$ cat src/inc/twsi_pkg.sv
// Constants, state type and divider decode for the two-wire serial bus block.
// Assumes an APB master on pclk (25 MHz) and pull-ups on both bus lines.
package twsi_pkg;
   // Register byte offsets
   localparam logic [7:0] OFS_OWN_ADDR = 8'h00;
   localparam logic [7:0] OFS_DIVIDER  = 8'h04;
   localparam logic [7:0] OFS_CONTROL  = 8'h08;
   localparam logic [7:0] OFS_STATUS   = 8'h0c;
   localparam logic [7:0] OFS_DATA     = 8'h10;
   // Reset value and control write mask while disabled
   localparam logic [7:0] RST_ZERO     = 8'h00;
   localparam logic [7:0] CTL_OFF_MASK = 8'h84;
   // Control bit positions
   localparam int CTL_EN   = 7;
   localparam int CTL_IE   = 6;
   localparam int CTL_MS   = 5;
   localparam int CTL_DIR  = 4;
   localparam int CTL_ACKD = 3;
   localparam int CTL_HAND = 2;
   // Status bit positions
   localparam int ST_DONE  = 7;
   localparam int ST_ADDR  = 6;
   localparam int ST_BUSY  = 5;
   localparam int ST_ARB   = 4;
   localparam int ST_SRW   = 2;
   localparam int ST_PEND  = 1;
   localparam int ST_NAK   = 0;
   // Bit counter value of the acknowledge slot
   localparam logic [3:0] BIT_ACK = 4'h8;

   typedef enum logic [2:0] {M_IDLE, M_START, M_LOW, M_WAIT_HI, M_HIGH,
                             M_RS_HI, M_STOP_LO, M_STOP_HI} mstate_t;

   // Bit clock divider from the five-bit code
   function automatic logic [12:0] divider_of(input logic [4:0] code);
      logic [12:0] base;
      base = 13'h016;
      case (code[1:0])
         2'h0: base = 13'h016;
         2'h1: base = 13'h018;
         2'h2: base = 13'h01c;
         default: base = 13'h022;
      endcase
      divider_of = base << code[4:2];
   endfunction : divider_of
endpackage : twsi_pkg

$ cat src/rtl/twsi_core.sv
// Two-wire serial bus interface: APB registers, byte engine, master clock.
// Assumes pins are synchronous to pclk and pulled high outside the chip.
`timescale 1ns/1ps
`default_nettype none
module twsi_core
   import twsi_pkg::*;
(
   input  wire logic       pclk,
   input  wire logic       presetn,
   input  wire logic       psel,
   input  wire logic       penable,
   input  wire logic       pwrite,
   input  wire logic [7:0] paddr,
   input  wire logic [31:0] pwdata,
   output logic [31:0]     prdata,
   output logic            pready,
   output logic            pslverr,
   input  wire logic       cpu_irq_mask,
   output logic            irq,
   input  wire logic       port_pin_hi_in,
   output logic            port_pin_hi_out,
   output logic            port_pin_hi_oe,
   input  wire logic       port_pin_lo_in,
   output logic            port_pin_lo_out,
   output logic            port_pin_lo_oe,
   input  wire logic       port_dir_hi,
   input  wire logic       port_dir_lo,
   input  wire logic       port_data_hi,
   input  wire logic       port_data_lo
);
   // ---------------------------------------------
   // State
   // ---------------------------------------------
   logic [7:0]  own_reg;
   logic [7:0]  div_reg;
   logic [7:0]  ctl_reg;
   logic [7:0]  tx_reg;
   logic [7:0]  rx_reg;
   logic [31:0] prdata_reg;
   logic [12:0] cnt_reg;
   logic [3:0]  bit_reg;
   mstate_t     state_reg;
   logic        pend_reg;
   logic        arb_reg;
   logic        done_reg;
   logic        addressed_reg;
   logic        busy_reg;
   logic        srw_reg;
   logic        nak_reg;
   logic        armed_reg;
   logic        aphase_reg;
   logic        hold_reg;
   logic        sda_low_reg;
   logic        scl_low_reg;
   logic        scl_q_reg;
   logic        sda_q_reg;
   logic        sda_low_next;
   logic        scl_low_next;

   // ---------------------------------------------
   // Decode
   // ---------------------------------------------
   function automatic logic addr_ok(input logic [7:0] a);
      addr_ok = (a == OFS_OWN_ADDR) || (a == OFS_DIVIDER) ||
                (a == OFS_CONTROL) || (a == OFS_STATUS) || (a == OFS_DATA);
   endfunction : addr_ok

   logic        en, ms, dir, ackd, hand;
   logic        setup, wr, rd;
   logic        scl_in, sda_in, rise, fall, start_det, stop_det;
   logic        master, tx_mode, byte_done, arb_lose, addr_hit, go_start;
   logic [12:0] half;

   assign en       = ctl_reg[CTL_EN];
   assign ms       = ctl_reg[CTL_MS];
   assign dir      = ctl_reg[CTL_DIR];
   assign ackd     = ctl_reg[CTL_ACKD];
   assign hand     = ctl_reg[CTL_HAND];
   assign setup    = psel & ~penable;
   assign wr       = psel & penable & pwrite;
   assign rd       = psel & penable & ~pwrite;
   assign half     = divider_of(div_reg[4:0]) >> 1;
   // Bus lines read idle high while the pins belong to the port
   assign scl_in   = port_pin_hi_in | ~hand;
   assign sda_in   = port_pin_lo_in | ~hand;
   assign rise     = scl_in & ~scl_q_reg;
   assign fall     = ~scl_in & scl_q_reg;
   assign start_det = scl_in & scl_q_reg & sda_q_reg & ~sda_in;
   assign stop_det = scl_in & scl_q_reg & ~sda_q_reg & sda_in;
   assign master   = (state_reg != M_IDLE);
   assign tx_mode  = dir & (master | addressed_reg);
   assign byte_done = fall & armed_reg & (bit_reg == BIT_ACK);
   // Own one read back as zero while sending
   assign arb_lose = rise & master & tx_mode & (bit_reg < BIT_ACK) &
                     tx_reg[7] & ~sda_in;
   // Address complete at the eighth fall
   assign addr_hit = fall & armed_reg & (bit_reg == 4'h7) & aphase_reg & ~master &
                     (rx_reg[7:1] == own_reg[7:1]);
   assign go_start = en & ms & (state_reg == M_IDLE) & ~busy_reg;

   // ---------------------------------------------
   // APB slave
   // ---------------------------------------------
   assign pready  = 1'b1;
   assign pslverr = psel & penable & ~addr_ok(paddr);
   assign prdata  = prdata_reg;

   // Read data captured in the setup cycle
   always_ff @(posedge pclk or negedge presetn) begin
      if (!presetn) begin
         prdata_reg <= 32'h0000_0000;
      end else if (setup & ~pwrite) begin
         if (paddr == OFS_OWN_ADDR) begin
            prdata_reg <= {24'h00_0000, own_reg};
         end else if (paddr == OFS_DIVIDER) begin
            prdata_reg <= {24'h00_0000, div_reg};
         end else if (paddr == OFS_CONTROL) begin
            prdata_reg <= {24'h00_0000, ctl_reg};
         end else if (paddr == OFS_STATUS) begin
            prdata_reg <= {24'h00_0000, done_reg, addressed_reg, busy_reg,
                           arb_reg, 1'b0, srw_reg, pend_reg, nak_reg};
         end else if (paddr == OFS_DATA) begin
            prdata_reg <= {24'h00_0000, rx_reg};
         end else begin
            prdata_reg <= 32'h0000_0000;
         end
      end
   end

   // Own address and divider registers
   always_ff @(posedge pclk or negedge presetn) begin
      if (!presetn) begin
         own_reg <= RST_ZERO;
         div_reg <= RST_ZERO;
      end else if (wr) begin
         if (paddr == OFS_OWN_ADDR) begin
            own_reg <= {pwdata[7:1], 1'b0};
         end else if (paddr == OFS_DIVIDER) begin
            div_reg <= {3'h0, pwdata[4:0]};
         end
      end
   end

   // Control; master select drops on lost arbitration
   always_ff @(posedge pclk or negedge presetn) begin
      if (!presetn) begin
         ctl_reg <= RST_ZERO;
      end else if (arb_lose) begin
         ctl_reg[CTL_MS] <= 1'b0;
      end else if (wr && paddr == OFS_CONTROL) begin
         ctl_reg <= en ? pwdata[7:0] : (pwdata[7:0] & CTL_OFF_MASK);
      end
   end

   // Interrupt request
   assign irq = ctl_reg[CTL_IE] & pend_reg & ~cpu_irq_mask;

   // ---------------------------------------------
   // Status flags; a set beats a clear
   // ---------------------------------------------
   always_ff @(posedge pclk or negedge presetn) begin
      if (!presetn) begin
         pend_reg <= 1'b0;
         arb_reg  <= 1'b0;
         done_reg <= 1'b1;
      end else if (!en) begin
         pend_reg <= 1'b0;
         arb_reg  <= 1'b0;
         done_reg <= 1'b1;
      end else begin
         if (byte_done & (master | addressed_reg) | addr_hit | arb_lose) begin
            pend_reg <= 1'b1;
         end else if (wr && paddr == OFS_STATUS && !pwdata[ST_PEND]) begin
            pend_reg <= 1'b0;
         end
         if (arb_lose) begin
            arb_reg <= 1'b1;
         end else if (wr && paddr == OFS_STATUS && !pwdata[ST_ARB]) begin
            arb_reg <= 1'b0;
         end
         if (byte_done) begin
            done_reg <= 1'b1;
         end else if ((wr | rd) && paddr == OFS_DATA) begin
            done_reg <= 1'b0;
         end
      end
   end

   // Bus busy, slave addressing and latched R/W
   always_ff @(posedge pclk or negedge presetn) begin
      if (!presetn) begin
         busy_reg      <= 1'b0;
         addressed_reg <= 1'b0;
         srw_reg       <= 1'b0;
         nak_reg       <= 1'b1;
      end else if (!en) begin
         busy_reg      <= 1'b0;
         addressed_reg <= 1'b0;
         nak_reg       <= 1'b1;
      end else begin
         if (start_det) begin
            busy_reg <= 1'b1;
         end else if (stop_det) begin
            busy_reg <= 1'b0;
         end
         if (start_det | stop_det | arb_lose & 1'b0) begin
            addressed_reg <= 1'b0;
         end else if (addr_hit) begin
            addressed_reg <= 1'b1;
            srw_reg       <= rx_reg[0];
         end else if (rise && bit_reg == BIT_ACK && addressed_reg && dir && sda_in) begin
            addressed_reg <= 1'b0;
         end else if (wr && paddr == OFS_CONTROL && !pwdata[CTL_MS] && !master) begin
            addressed_reg <= addressed_reg;
         end
         if (rise && bit_reg == BIT_ACK) begin
            nak_reg <= sda_in;
         end
      end
   end

   // ---------------------------------------------
   // Byte engine: bits counted from bus edges
   // ---------------------------------------------
   always_ff @(posedge pclk or negedge presetn) begin
      if (!presetn) begin
         scl_q_reg  <= 1'b1;
         sda_q_reg  <= 1'b1;
         bit_reg    <= 4'h0;
         armed_reg  <= 1'b0;
         aphase_reg <= 1'b0;
         rx_reg     <= RST_ZERO;
      end else begin
         scl_q_reg <= scl_in;
         sda_q_reg <= sda_in;
         if (!en || start_det) begin
            bit_reg    <= 4'h0;
            armed_reg  <= 1'b0;
            aphase_reg <= en;
         end else if (stop_det) begin
            aphase_reg <= 1'b0;
            armed_reg  <= 1'b0;
         end else if (rise) begin
            armed_reg <= 1'b1;
            if (bit_reg < BIT_ACK) begin
               rx_reg <= {rx_reg[6:0], sda_in};
            end
         end else if (fall && armed_reg) begin
            armed_reg <= 1'b0;
            if (bit_reg == BIT_ACK) begin
               bit_reg    <= 4'h0;
               aphase_reg <= 1'b0;
            end else begin
               bit_reg <= bit_reg + 4'h1;
            end
         end
      end
   end

   // Transmit shifter, loaded by a data write, advanced at each SCL fall before the acknowledge slot
   always_ff @(posedge pclk or negedge presetn) begin
      if (!presetn) begin
         tx_reg <= 8'hff;
      end else if (wr && paddr == OFS_DATA) begin
         tx_reg <= pwdata[7:0];
      end else if (fall && armed_reg && bit_reg < BIT_ACK) begin
         tx_reg <= {tx_reg[6:0], 1'b1};
      end
   end

   // Hold SCL between bytes until software moves data
   always_ff @(posedge pclk or negedge presetn) begin
      if (!presetn) begin
         hold_reg <= 1'b0;
      end else if (!en) begin
         hold_reg <= 1'b0;
      end else if (go_start | byte_done & (master | addressed_reg) | addr_hit & 1'b0) begin
         hold_reg <= 1'b1;
      end else if ((wr | rd) && paddr == OFS_DATA) begin
         hold_reg <= 1'b0;
      end else if (stop_det) begin
         hold_reg <= 1'b0;
      end
   end

   // ---------------------------------------------
   // Master clock generator
   // ---------------------------------------------
   always_ff @(posedge pclk or negedge presetn) begin
      if (!presetn) begin
         state_reg <= M_IDLE;
         cnt_reg   <= 13'h0000;
      end else if (!en || arb_lose) begin
         state_reg <= M_IDLE;
         cnt_reg   <= 13'h0000;
      end else begin
         if (cnt_reg != 13'h0000) begin
            cnt_reg <= cnt_reg - 13'h0001;
         end
         case (state_reg)
            M_IDLE: begin
               if (go_start) begin
                  state_reg <= M_START;
                  cnt_reg   <= half;
               end
            end
            M_START: begin
               if (cnt_reg == 13'h0000) begin
                  state_reg <= M_LOW;
                  // Two cycles of pin and edge lag per phase keep the bit at the full divider
                  cnt_reg   <= half - 13'h0002;
               end
            end
            M_LOW: begin
               if (cnt_reg == 13'h0000) begin
                  if (!ms) begin
                     state_reg <= M_STOP_LO;
                     cnt_reg   <= half;
                  end else if (!hold_reg) begin
                     state_reg <= M_WAIT_HI;
                  end
               end
            end
            M_WAIT_HI: begin
               if (scl_in) begin
                  state_reg <= M_HIGH;
                  cnt_reg   <= half - 13'h0002;
               end
            end
            M_HIGH: begin
               if (fall || cnt_reg == 13'h0000) begin
                  state_reg <= M_LOW;
                  cnt_reg   <= half - 13'h0002;
               end
            end
            M_STOP_LO: begin
               if (ms) begin
                  state_reg <= M_RS_HI;
                  cnt_reg   <= half;
               end else if (cnt_reg == 13'h0000) begin
                  state_reg <= M_STOP_HI;
                  cnt_reg   <= half;
               end
            end
            M_RS_HI: begin
               if (!scl_in) begin
                  cnt_reg <= half;
               end else if (cnt_reg == 13'h0000) begin
                  state_reg <= M_START;
                  cnt_reg   <= half;
               end
            end
            M_STOP_HI: begin
               if (!scl_in) begin
                  cnt_reg <= half;
               end else if (cnt_reg == 13'h0000) begin
                  state_reg <= M_IDLE;
               end
            end
            default: state_reg <= M_IDLE;
         endcase
      end
   end

   // ---------------------------------------------
   // Line drive
   // ---------------------------------------------
   always_comb begin
      scl_low_next = (state_reg == M_LOW) | (state_reg == M_STOP_LO) |
                     (addressed_reg & hold_reg);
      sda_low_next = 1'b0;
      if (state_reg == M_START || state_reg == M_STOP_LO || state_reg == M_STOP_HI) begin
         sda_low_next = 1'b1;
      end else if (state_reg == M_RS_HI) begin
         sda_low_next = 1'b0;
      end else if (bit_reg < BIT_ACK) begin
         sda_low_next = tx_mode & ~tx_reg[7] & ~(addressed_reg & aphase_reg);
      end else if (aphase_reg) begin
         sda_low_next = addressed_reg & ~master;
      end else begin
         sda_low_next = ~dir & ~ackd & (master | addressed_reg);
      end
      if (!en) begin
         scl_low_next = 1'b0;
         sda_low_next = 1'b0;
      end
   end

   always_ff @(posedge pclk or negedge presetn) begin
      if (!presetn) begin
         scl_low_reg <= 1'b0;
         sda_low_reg <= 1'b0;
      end else begin
         scl_low_reg <= scl_low_next;
         sda_low_reg <= sda_low_next;
      end
   end

   // Pins as open-collector lines or plain port pins
   assign port_pin_hi_out = hand ? 1'b0 : port_data_hi;
   assign port_pin_hi_oe  = hand ? scl_low_reg : port_dir_hi;
   assign port_pin_lo_out = hand ? 1'b0 : port_data_lo;
   assign port_pin_lo_oe  = hand ? sda_low_reg : port_dir_lo;
endmodule : twsi_core
`default_nettype wire

$ cat config.mk
export PLATFORM = sky130hd
export DESIGN_NAME = twsi_core
export DESIGN_NICKNAME = d
export VERILOG_FILES = /design/src/inc/twsi_pkg.sv /design/src/rtl/twsi_core.sv
export SDC_FILE = /design/constraint.sdc
export NUM_CORES = 1
export LEC_CHECK = 0
export BUFFER_PORTS_ARGS = -buffer_cell sky130_fd_sc_hd__buf_4
export CAP_MARGIN = 10
export CORE_MARGIN = 2
export CORE_UTILIZATION = 39
export DETAILED_ROUTE_END_ITERATION = 16
export HOLD_SLACK_MARGIN = 0.05
export PLACE_DENSITY = 0.68
export SYNTH_ARGS = -nofsm -noshare
export SYNTH_HDL_FRONTEND = slang
export SYNTH_SLANG_ARGS = --single-unit
$ cat constraint.sdc
create_clock -name pclk -period 3.4 [get_ports pclk]
set_clock_uncertainty 0.1 [all_clocks]
set_input_delay 0.51 -clock pclk [delete_from_list [all_inputs] [get_ports pclk]]
set_output_delay 0.51 -clock pclk [all_outputs]
set_load 0.02 [all_outputs]
==> flow_metrics.py, run 1 <==
metrics = {
    "yosys": {
        "ys_dominant_reg_cell": "sky130_fd_sc_hd__dfrtp_1",
        "ys_seq_elements": 78,
        "synth_area_leader_cell": "sky130_fd_sc_hd__dfrtp_1",
        "synth_seq_area_share": 0.336,
        "synth_enable_flop_cells": 0,
        "yosys_warning_total": 0,
        "post_synth_main_area_contributors": "sky130_fd_sc_hd__dfrtp_1, sky130_fd_sc_hd__a21oi_1, sky130_fd_sc_hd__dfstp_2",
        "combined_area_of_all_synthesized_cells_um2": 5850,
        "synth_top_area_share": 0.282,
        "synthDistinctLibCells": 74,
        "avgSynthCellArea_um2": 8.23,
        "synthesis.instances": 711,
        "postSynth.asyncResetShare": 1.00,
    },
    "routing": {
        "drt_first_iter_violations": 520,
        "drc": 0,
        "via_per_inst": 6.00,
        "drt_pass1_iterations": 5,
        "route.antenna.remaining_nets": 0,
        "route.vias.total": 5632,
        "wire_per_inst_um": 18.5,
        "wirelength_mm": 17.4,
    },
    "clock_network": {
        "postCtsResizedCells": 0,
        "clkLatencyLatePin_ns": 0.34,
        "cts_hold_buffers": 0,
        "cts.root.buffer_cell": "sky130_fd_sc_hd__clkbuf_16",
        "cts_setup_buffers": 0,
        "cts_made_buffers": 9,
        "tritoncts_clock_tree": "built",
        "cts-htree-levels": 3,
        "tritoncts_num_sinks": 78,
        "max-clock-path-buffers": 2,
        "clk_pin_slew_ns": 0.07,
    },
    "finish": {
        "final_cell_mix": "sky130_fd_sc_hd__nand2_1, sky130_fd_sc_hd__buf_4, sky130_fd_sc_hd__dfrtp_1",
        "drive_gt1_frac": 0.190,
        "diodes": 0,
        "layout_commonest_cell": "sky130_fd_sc_hd__nand2_1",
        "largest_reg_flops": 13,
        "multi_input_area_um2": 3550,
        "fillerInstances": 1449,
        "regArea_um2": 1970,
        "layout_area_overhead_pct": 13.5,
        "final_nets": 809,
    },
    "die": {
        "dieArea_um2": 16000,
        "floorplan.rows": 44,
        "core_region_area_um2": 14600,
        "floorplan.io_pins": 91,
        "chipWidth_um": 127,
        "die-height_um": 127,
        "floorplan.initialDensity": 0.401,
    },
    "min_path": {
        "timing.hold.worst.class": "primary input to asynchronous set/reset pin",
    },
    "critical_path": {
        "start_kind": "register",
        "path_buf_inv": 1,
        "critical_path.cell_chain": "inv_1 > ha_1 > or4b_1 > or4_4 > nand2_4 > a31oi_4 > o21ai_0 > a221oi_1 > nor4_1",
        "cp_slowest_cell": "sky130_fd_sc_hd__or4_4",
        "crit_family": "simple AND/OR/NAND/NOR gates",
        "critical_path.endpoint_type": "register",
        "cp_data_required_time_ns": 3.52,
        "timing.critical_path.slowest_cell_delay_ns": 0.65,
        "timing.critical_path.arrival_ns": 3.28,
        "crit_fanout": 12,
        "setup.worst_path.class": "register to register",
    },
    "flow_run": {
        "timing.max_cap.violations": 0,
    },
    "sta": {
        "timing.final.crit_period_ns": 3.16,
        "grt_setup_unrepaired": "false",
        "worstMarginPinSlew_ns": 0.987,
        "setup_tns_final_ns": 0,
        "fmax_ghz": 0.317,
        "relSlewSlack": 0.342,
        "final-hold-violation-count": 0,
        "final.period_utilization": 0.929,
        "final-max-slew-violation-count": 0,
        "whs_ns": 0.232,
        "finalSetupViolations": 0,
    },
    "power": {
        "worst_ir_drop_vdd_v": 0.000250,
        "pwr-share-comb": 0.091,
        "power.share.sequential": 0.445,
        "power_leakage_nw": 2.83,
        "p_sw_frac": 0.262,
        "power.internal_w": 0.00160,
        "clkPwrFrac": 0.464,
        "switchingPower_w": 0.000568,
        "powerDensity_nw_per_um2": 326,
    },
    "global_route": {
        "grt-ovfl-total": 0,
        "initial_antenna_violation_count": 0,
        "first_pass_grt_wire_length_mm": 28.4,
        "grt_start_max_net_pins": 79,
        "grt.total_usage": 0.220,
        "first_global_vias": 5277,
    },
    "status": {
        "outcome": "complete, no violations",
    },
    "placement": {
        "port-buffer-count": 41,
        "dp_hpwl_mm": 12.6,
        "place.gp.congestion": 0.996,
    },
}
==> per-layer routing <==
layer | GRT usage | vias up | part of all wire
li1 | - | 2644 | -
met5 | 0 | - | 0
met3 | 0.0599 | 42 | 0.10
met4 | 0.0737 | 0 | 0.030
met2 | 0.326 | 312 | 0.44
met1 | 0.310 | 2634 | 0.43
==> power groups by stage <==
| stage | Clock (W) | Combinational, W | Sequential [W] |
|---|---|---|---|
| after detailed placement | 0 | 0.000198 | 0.000980 |
| after floorplan | 0 | 0.000112 | 0.000992 |
| final | 0.00101 | 0.000198 | 0.000964 |
| after global placement | 0 | 0.000197 | 0.000980 |
| after CTS | 0.00102 | 0.000198 | 0.000964 |
| after global routing | 0.00106 | 0.000216 | 0.000965 |
==> layout make-up <==
class,instances,area share
clock buffer,9,0.0339
timing repair buffer,69,0.0780
sequential,78,0.296
multi-input combinational,571,0.534
inverter,20,0.0113
tap,184,0.0347
clock inverter,7,0.0122
==> through the flow <==
step	std cells	utilization	power, W	setup slack [ns]	cell area, um^2
after global routing	938	0.455	0.00224	0.0128	6640
after detailed placement	922	0.434	0.00118	0.287	6340
final	938	0.455	0.00217	0.241	6640
after floorplan	734	-	0.00110	0.413	5940
after global placement	922	0.434	0.00118	0.330	6340
after CTS	938	0.455	0.00218	0.267	6640
==> worst reg2reg max path: cells and delay by family, from the launching register on <==
family                     cells  cell delay [ns]
AOI/OAI and AO/OA              3             0.55
DFF                            1             0.47
and+or+nand+nor                4             1.55
adders and majority gates      1             0.24
buffers and inverters          1             0.13
==> cells in the mapped netlist, types with 5 or more instances <==
master,count
sky130_fd_sc_hd__a21oi_1,64
sky130_fd_sc_hd__a22o_1,12
sky130_fd_sc_hd__a22oi_1,9
sky130_fd_sc_hd__a31oi_1,20
sky130_fd_sc_hd__and3_1,5
sky130_fd_sc_hd__buf_4,25
sky130_fd_sc_hd__clkbuf_1,31
sky130_fd_sc_hd__dfrtp_1,66
sky130_fd_sc_hd__dfstp_2,12
sky130_fd_sc_hd__ha_1,8
sky130_fd_sc_hd__inv_1,19
sky130_fd_sc_hd__mux2_2,28
sky130_fd_sc_hd__mux2i_1,14
sky130_fd_sc_hd__nand2_1,74
sky130_fd_sc_hd__nand2b_1,11
sky130_fd_sc_hd__nand3_1,18
sky130_fd_sc_hd__nand4_1,8
sky130_fd_sc_hd__nor2_1,56
sky130_fd_sc_hd__nor2b_1,13
sky130_fd_sc_hd__nor3_1,27
sky130_fd_sc_hd__nor3b_1,5
sky130_fd_sc_hd__nor4_1,13
sky130_fd_sc_hd__o211ai_1,8
sky130_fd_sc_hd__o21ai_0,44
sky130_fd_sc_hd__o22ai_1,5
sky130_fd_sc_hd__o31ai_1,5
sky130_fd_sc_hd__or3_1,5
sky130_fd_sc_hd__xnor2_1,7
sky130_fd_sc_hd__xor2_1,10
==> path summary, 6_finish.rpt <==
path                       startpoint          to  slack, ns  depth (start not counted)
min                           presetn   rx_reg[6]       0.23                          1
min reg2reg                  done_reg    done_reg       0.39                          2
max                        cnt_reg[1]  cnt_reg[3]       0.24                          9
max in group asynchronous     presetn  cnt_reg[8]       2.33                          1
max reg2reg                cnt_reg[1]  cnt_reg[3]       0.24                          9
min in group pclk           pwdata[6]  ctl_reg[6]       0.31                          2
==> cells by family after synthesis <==
logic type               count (synthesis)  share of synthesized area
flip-flops                              78                      0.336
multiplexers                            42                     0.0778
AO/OA/AOI/OAI                          216                      0.241
buffers and inverters                   85                     0.0739
other                                    2                    0.00128
adder cells (fa/ha/maj)                  8                     0.0171
AND/OR/NAND/NOR                        263                      0.228
XOR/XNOR                                17                     0.0254
Power figures use the tool's default switching activity.
==> run 2, diff against run 1 <==
BUFFER_PORTS_ARGS = default   (was -buffer_cell sky130_fd_sc_hd__buf_4)
DONT_BUFFER_PORTS = 1   (was default)
PLACE_DENSITY = 0.63   (was 0.68)
==> run 2 against run 1 <==
Net effect: largest cell class unchanged; sequential share of layout area rose by 1.3 points; largest power group unchanged; combinational power fell by 38%; total power fell by 0.95%.
==> flow_metrics.py, run 2 (same netlist as run 1, synthesis figures left out) <==
metrics = {
    "status": {
        "outcome": "complete, no violations",
    },
    "routing": {
        "drt_pass1_iterations": 5,
        "wire_per_inst_um": 19.6,
        "highest-signal-layer": "met4",
        "route.vias.total": 5501,
        "drt_first_iter_violations": 630,
        "wirelength_mm": 17.6,
        "routed-wl-met2_mm": 8.41,
        "drc": 0,
        "via_per_inst": 6.14,
        "routed-wl-met3_mm": 1.20,
        "route.antenna.remaining_nets": 0,
        "met1Wirelength_mm": 7.55,
    },
    "global_route": {
        "grt_start_max_net_pins": 79,
        "first_global_vias": 5107,
        "grt.total_usage": 0.219,
        "grt-ovfl-total": 0,
        "initial_antenna_violation_count": 0,
        "first_pass_grt_wire_length_mm": 27.9,
    },
    "clock_network": {
        "cts.root.buffer_cell": "sky130_fd_sc_hd__clkbuf_16",
        "tritoncts_num_sinks": 78,
        "clkLatencyLatePin_ns": 0.35,
        "cts_made_buffers": 9,
        "cts_setup_buffers": 0,
        "tritoncts_clock_tree": "built",
        "clk_pin_slew_ns": 0.07,
        "cts-htree-levels": 3,
        "max-clock-path-buffers": 2,
    },
    "critical_path": {
        "crit_fanout": 6,
        "cp_data_required_time_ns": 3.54,
        "timing.critical_path.slowest_cell_delay_ns": 0.52,
        "rr_startpoint": "div_reg[0]",
        "timing.reg2reg.worst_path_depth": 11,
        "worst-r2r-setup-slack_ns": 0.17,
        "timing.critical_path.arrival_ns": 3.38,
        "start_kind": "register",
        "rr_endpoint": "cnt_reg[2]",
        "setup.worst_path.class": "register to register",
        "cp_slowest_cell": "sky130_fd_sc_hd__or4_1",
        "critical_path.cell_chain": "inv_1 > ha_1 > inv_1 > o22ai_1 > nor2_1 > a211o_1 > ha_1 > or4_1 > nand3_1 > o221ai_1 > a21oi_1",
        "critical_path.endpoint_type": "register",
    },
    "placement": {
        "place.gp.congestion": 0.959,
        "dp.cells": 878,
        "port-buffer-count": 0,
        "dp_hpwl_mm": 13.0,
    },
    "finish": {
        "fillerInstances": 1436,
        "drive_gt1_frac": 0.143,
        "final_nets": 767,
        "final_cells": 896,
        "end_of_flow_core_utilization": 0.437,
        "final_cell_mix": "sky130_fd_sc_hd__nand2_1, sky130_fd_sc_hd__dfrtp_1, sky130_fd_sc_hd__a21oi_1",
        "diodes": 0,
        "layout_area_overhead_pct": 8.81,
        "largest_reg_flops": 13,
        "layout_commonest_cell": "sky130_fd_sc_hd__nand2_1",
    },
    "die": {
        "die-height_um": 127,
        "floorplan.initialDensity": 0.401,
        "chipWidth_um": 127,
        "floorplan.io_pins": 91,
        "floorplan.rows": 44,
        "dieArea_um2": 16000,
        "core_region_area_um2": 14600,
    },
    "sta": {
        "final.period_utilization": 0.951,
        "setup_tns_final_ns": 0,
        "grt_setup_unrepaired": "false",
        "finalSetupViolations": 0,
        "final-hold-violation-count": 0,
        "fmax_ghz": 0.309,
        "whs_ns": 0.186,
        "final-max-slew-violation-count": 0,
        "relSlewSlack": 0.431,
        "worstMarginPinSlew_ns": 0.846,
        "timing.final.crit_period_ns": 3.23,
    },
    "min_path": {
        "hold_path_end": "tx_reg[4]",
        "timing.hold.worst.class": "primary input to register",
        "worstHoldPathCells": 2,
        "worst_hold_startpoint": "pwdata[4]",
    },
    "power": {
        "finalPower_w": 0.00215,
        "powerDensity_nw_per_um2": 337,
        "worst_ir_drop_vdd_v": 0.000299,
        "power_leakage_nw": 2.64,
    },
    "flow_run": {
        "timing.max_cap.violations": 0,
    },
}
[run 2: worst max-delay path, delay by kind of cell (launching register included)]
family | cells | cell delay [ns]
compound gates | 4 | 1.04
flops | 1 | 0.39
buf+inv | 2 | 0.14
simple gates | 3 | 0.72
fa+ha+maj | 2 | 0.73
[run 2: per-layer routing]
| metal | up-vias | track usage |
|---|---|---|
| met5 | - | 0 |
| met4 | 0 | 0.0614 |
| met3 | 32 | 0.0460 |
| met2 | 259 | 0.362 |
| met1 | 2643 | 0.290 |
| li1 | 2567 | - |
[run 2: worst max path at each step]
| stage | from | to | slack, ns | depth (start not counted) |
|---|---|---|---|---|
| 6_report | div_reg[0] | cnt_reg[2] | 0.17 | 11 |
| 5_1_grt | cnt_reg[1] | cnt_reg[3] | 0.007 | 9 |
| 4_1_cts | cnt_reg[1] | cnt_reg[3] | 0.06 | 9 |
| 3_5_place_dp | cnt_reg[1] | cnt_reg[3] | 0.09 | 9 |
| 3_3_place_gp | cnt_reg[1] | cnt_reg[3] | 0.16 | 9 |
| 2_1_floorplan | cnt_reg[0] | cnt_reg[11] | 0.41 | 12 |
[run 2: through the flow]
stage,area [um^2],setup slack [ns]
2_1_floorplan,5940,0.413
3_3_place_gp,6010,0.165
3_5_place_dp,6010,0.0921
4_1_cts,6360,0.0593
5_1_grt,6370,0.00749
6_report,6370,0.166
[run 2: layout make-up]
cell class / instances / area [um^2] / share of cell area
clock buffer: 9 / 225 / 0.0354
clock inverter: 7 / 88.8 / 0.0139
inverter: 20 / 75.1 / 0.0118
multi-input combinational: 571 / 3560 / 0.559
sequential: 78 / 1970 / 0.309
tap: 184 / 230 / 0.0361
timing repair buffer: 27 / 225 / 0.0354
[run 2: report_power, final]
part	switching [W]	internal (W)
clock network	0.000451	0.000589
registers	0.0000346	0.000949
logic	0.0000875	0.0000359
[run 2: timing repair]
item | in CTS | in global routing
hold buffers | 2 | 0
endpoints found under the hold margin | 78 | 0
endpoints found under the setup margin | 0 | 1
gates resized for setup | 0 | 2
==> run 3, diff against run 2 <==
clock period = 3 ns   (was 3.4 ns; I/O delays follow)
==> run 3 against run 2 <==
Net effect: wire length up 1.2%; sequential share of layout area is 1.1 points lower; highest routed layer unchanged; critical path type unchanged; largest cell class unchanged; maximum frequency is 12% higher; cell area increased by 3.6%.
==> flow_metrics.py, run 3 (same netlist as run 1, synthesis figures left out) <==
metrics = {
    "global_route": {
        "initial_antenna_violation_count": 0,
        "grt.total_usage": 0.223,
        "grt_start_max_net_pins": 79,
        "first_pass_grt_wire_length_mm": 28.4,
        "grt-ovfl-total": 0,
        "first_global_vias": 5324,
    },
    "die": {
        "floorplan.io_pins": 91,
        "dieArea_um2": 16000,
        "floorplan.rows": 44,
        "core_region_area_um2": 14600,
        "floorplan.initialDensity": 0.401,
        "die-height_um": 127,
        "chipWidth_um": 127,
    },
    "critical_path": {
        "setup.worst_path.class": "register to register",
        "timing.critical_path.slowest_cell_delay_ns": 0.64,
        "start_kind": "register",
        "critical_path.cell_chain": "inv_1 > ha_2 > or4b_4 > or4_4 > nor2_1 > a22oi_1 > o221ai_1 > o2111ai_1 > o31a_1",
        "cp_data_required_time_ns": 3.13,
        "critical_path.endpoint_type": "register",
        "cp_slowest_cell": "sky130_fd_sc_hd__or4_4",
        "crit_fanout": 5,
        "timing.critical_path.arrival_ns": 3.02,
    },
    "power": {
        "worst_ir_drop_vdd_v": 0.000341,
        "clkPwrFrac": 0.474,
        "power.share.sequential": 0.465,
        "pwr-share-comb": 0.061,
        "p_sw_frac": 0.258,
        "switchingPower_w": 0.000617,
        "finalPower_w": 0.00239,
        "power_leakage_nw": 2.77,
        "powerDensity_nw_per_um2": 363,
        "power.internal_w": 0.00178,
    },
    "sta": {
        "post-route-worst-setup-slack_ns": 0.113,
        "final-max-slew-violation-count": 0,
        "finalSetupViolations": 0,
        "relSlewSlack": 0.433,
        "final-hold-violation-count": 0,
        "final.period_utilization": 0.962,
        "whs_ns": 0.128,
        "worstMarginPinSlew_ns": 0.846,
        "timing.final.crit_period_ns": 2.89,
        "fmax_ghz": 0.346,
    },
    "status": {
        "outcome": "complete, no violations",
    },
    "finish": {
        "end_of_flow_core_utilization": 0.452,
        "largest_reg_flops": 13,
        "drive_gt1_frac": 0.180,
        "diodes": 0,
        "final_cell_mix": "sky130_fd_sc_hd__nand2_1, sky130_fd_sc_hd__dfrtp_1, sky130_fd_sc_hd__a21oi_1",
        "layout_commonest_cell": "sky130_fd_sc_hd__nand2_1",
        "layout_area_overhead_pct": 12.7,
        "layout.cell_area.non_filler_um2": 6600,
        "final_nets": 792,
    },
    "clock_network": {
        "tritoncts_clock_tree": "built",
        "tritoncts_num_sinks": 78,
        "clkLatencyLatePin_ns": 0.35,
        "cts_made_buffers": 9,
        "max-clock-path-buffers": 2,
        "cts-htree-levels": 3,
        "clk_pin_slew_ns": 0.06,
        "cts.root.buffer_cell": "sky130_fd_sc_hd__clkbuf_16",
    },
    "routing": {
        "drt_first_iter_violations": 476,
        "wire_per_inst_um": 19.3,
        "via_per_inst": 6.06,
        "drc": 0,
        "route.antenna.remaining_nets": 0,
        "drt_pass1_iterations": 5,
        "wirelength_mm": 17.8,
        "route.vias.total": 5578,
    },
    "placement": {
        "place.gp.congestion": 0.987,
        "placedInstanceArea_um2": 6150,
        "port-buffer-count": 0,
        "dp_hpwl_mm": 13.4,
        "dpl_worst_slack_ns": 0.0606,
    },
    "min_path": {
        "timing.hold.worst.class": "primary input to register",
    },
    "flow_run": {
        "timing.max_cap.violations": 0,
    },
}
-- run 3: power by group through the flow --
stage | Sequential, W | Clock (W) | Combinational (W)
2_1_floorplan | 0.00112 | 0 | 0.000127
3_3_place_gp | 0.00113 | 0 | 0.000116
3_5_place_dp | 0.00113 | 0 | 0.000118
4_1_cts | 0.00111 | 0.00115 | 0.000145
5_1_grt | 0.00112 | 0.00119 | 0.000163
6_report | 0.00111 | 0.00113 | 0.000146
-- run 3: layout make-up --
type / count / area, um^2
Sequential cell: 78 / 1970
Fill cell: 1430 / 7990
Inverter: 20 / 75.1
Multi-Input combinational cell: 572 / 3610
Timing Repair Buffer: 51 / 409
Clock buffer: 9 / 225
Tap cell: 184 / 230
Clock inverter: 7 / 80.1
-- run 3: path summary, 6_finish.rpt --
path	startpoint	depth (start not counted)	slack (ns)	end
worst max register to register	cnt_reg[0]	9	0.11	cnt_reg[1]
min in group asynchronous	presetn	2	0.57	rx_reg[4]
max in group asynchronous	presetn	2	1.91	done_reg
worst min register to register	done_reg	2	0.41	done_reg
worst max-delay path	cnt_reg[0]	9	0.11	cnt_reg[1]
worst min-delay path	pwdata[5]	2	0.13	tx_reg[5]
-- run 3: stage by stage --
step | instances | TNS [ns]
final | 921 | 0
after global routing | 921 | -0.0117
after CTS | 915 | 0
after detailed placement | 897 | 0
after global placement | 897 | 0
after floorplan | 734 | 0
-- run 3: routing by layer --
metal	GRT usage	vias up	part of all wire
li1	-	2611	-
met1	0.297	2676	0.43
met2	0.366	250	0.47
met3	0.0405	41	0.070
met4	0.0769	0	0.028
met5	0	-	0
-- run 3: repair_timing --
action / 4_1_cts / 5_1_grt
hold buffers: 2 / 0
resized for setup: 0 / 13
endpoints found under the setup margin: 0 / 14
buffers inserted: 0 / 5
hold endpoints to repair: 78 / 0
-- run 3: worst max-delay path: cells and delay by family, from the launching register on --
family | cells | cell delay [ns]
AND/OR/NAND/NOR | 3 | 1.29
AO/OA/AOI/OAI | 4 | 0.75
flip-flops | 1 | 0.37
adder cells (fa/ha/maj) | 1 | 0.17
buffers and inverters | 1 | 0.08
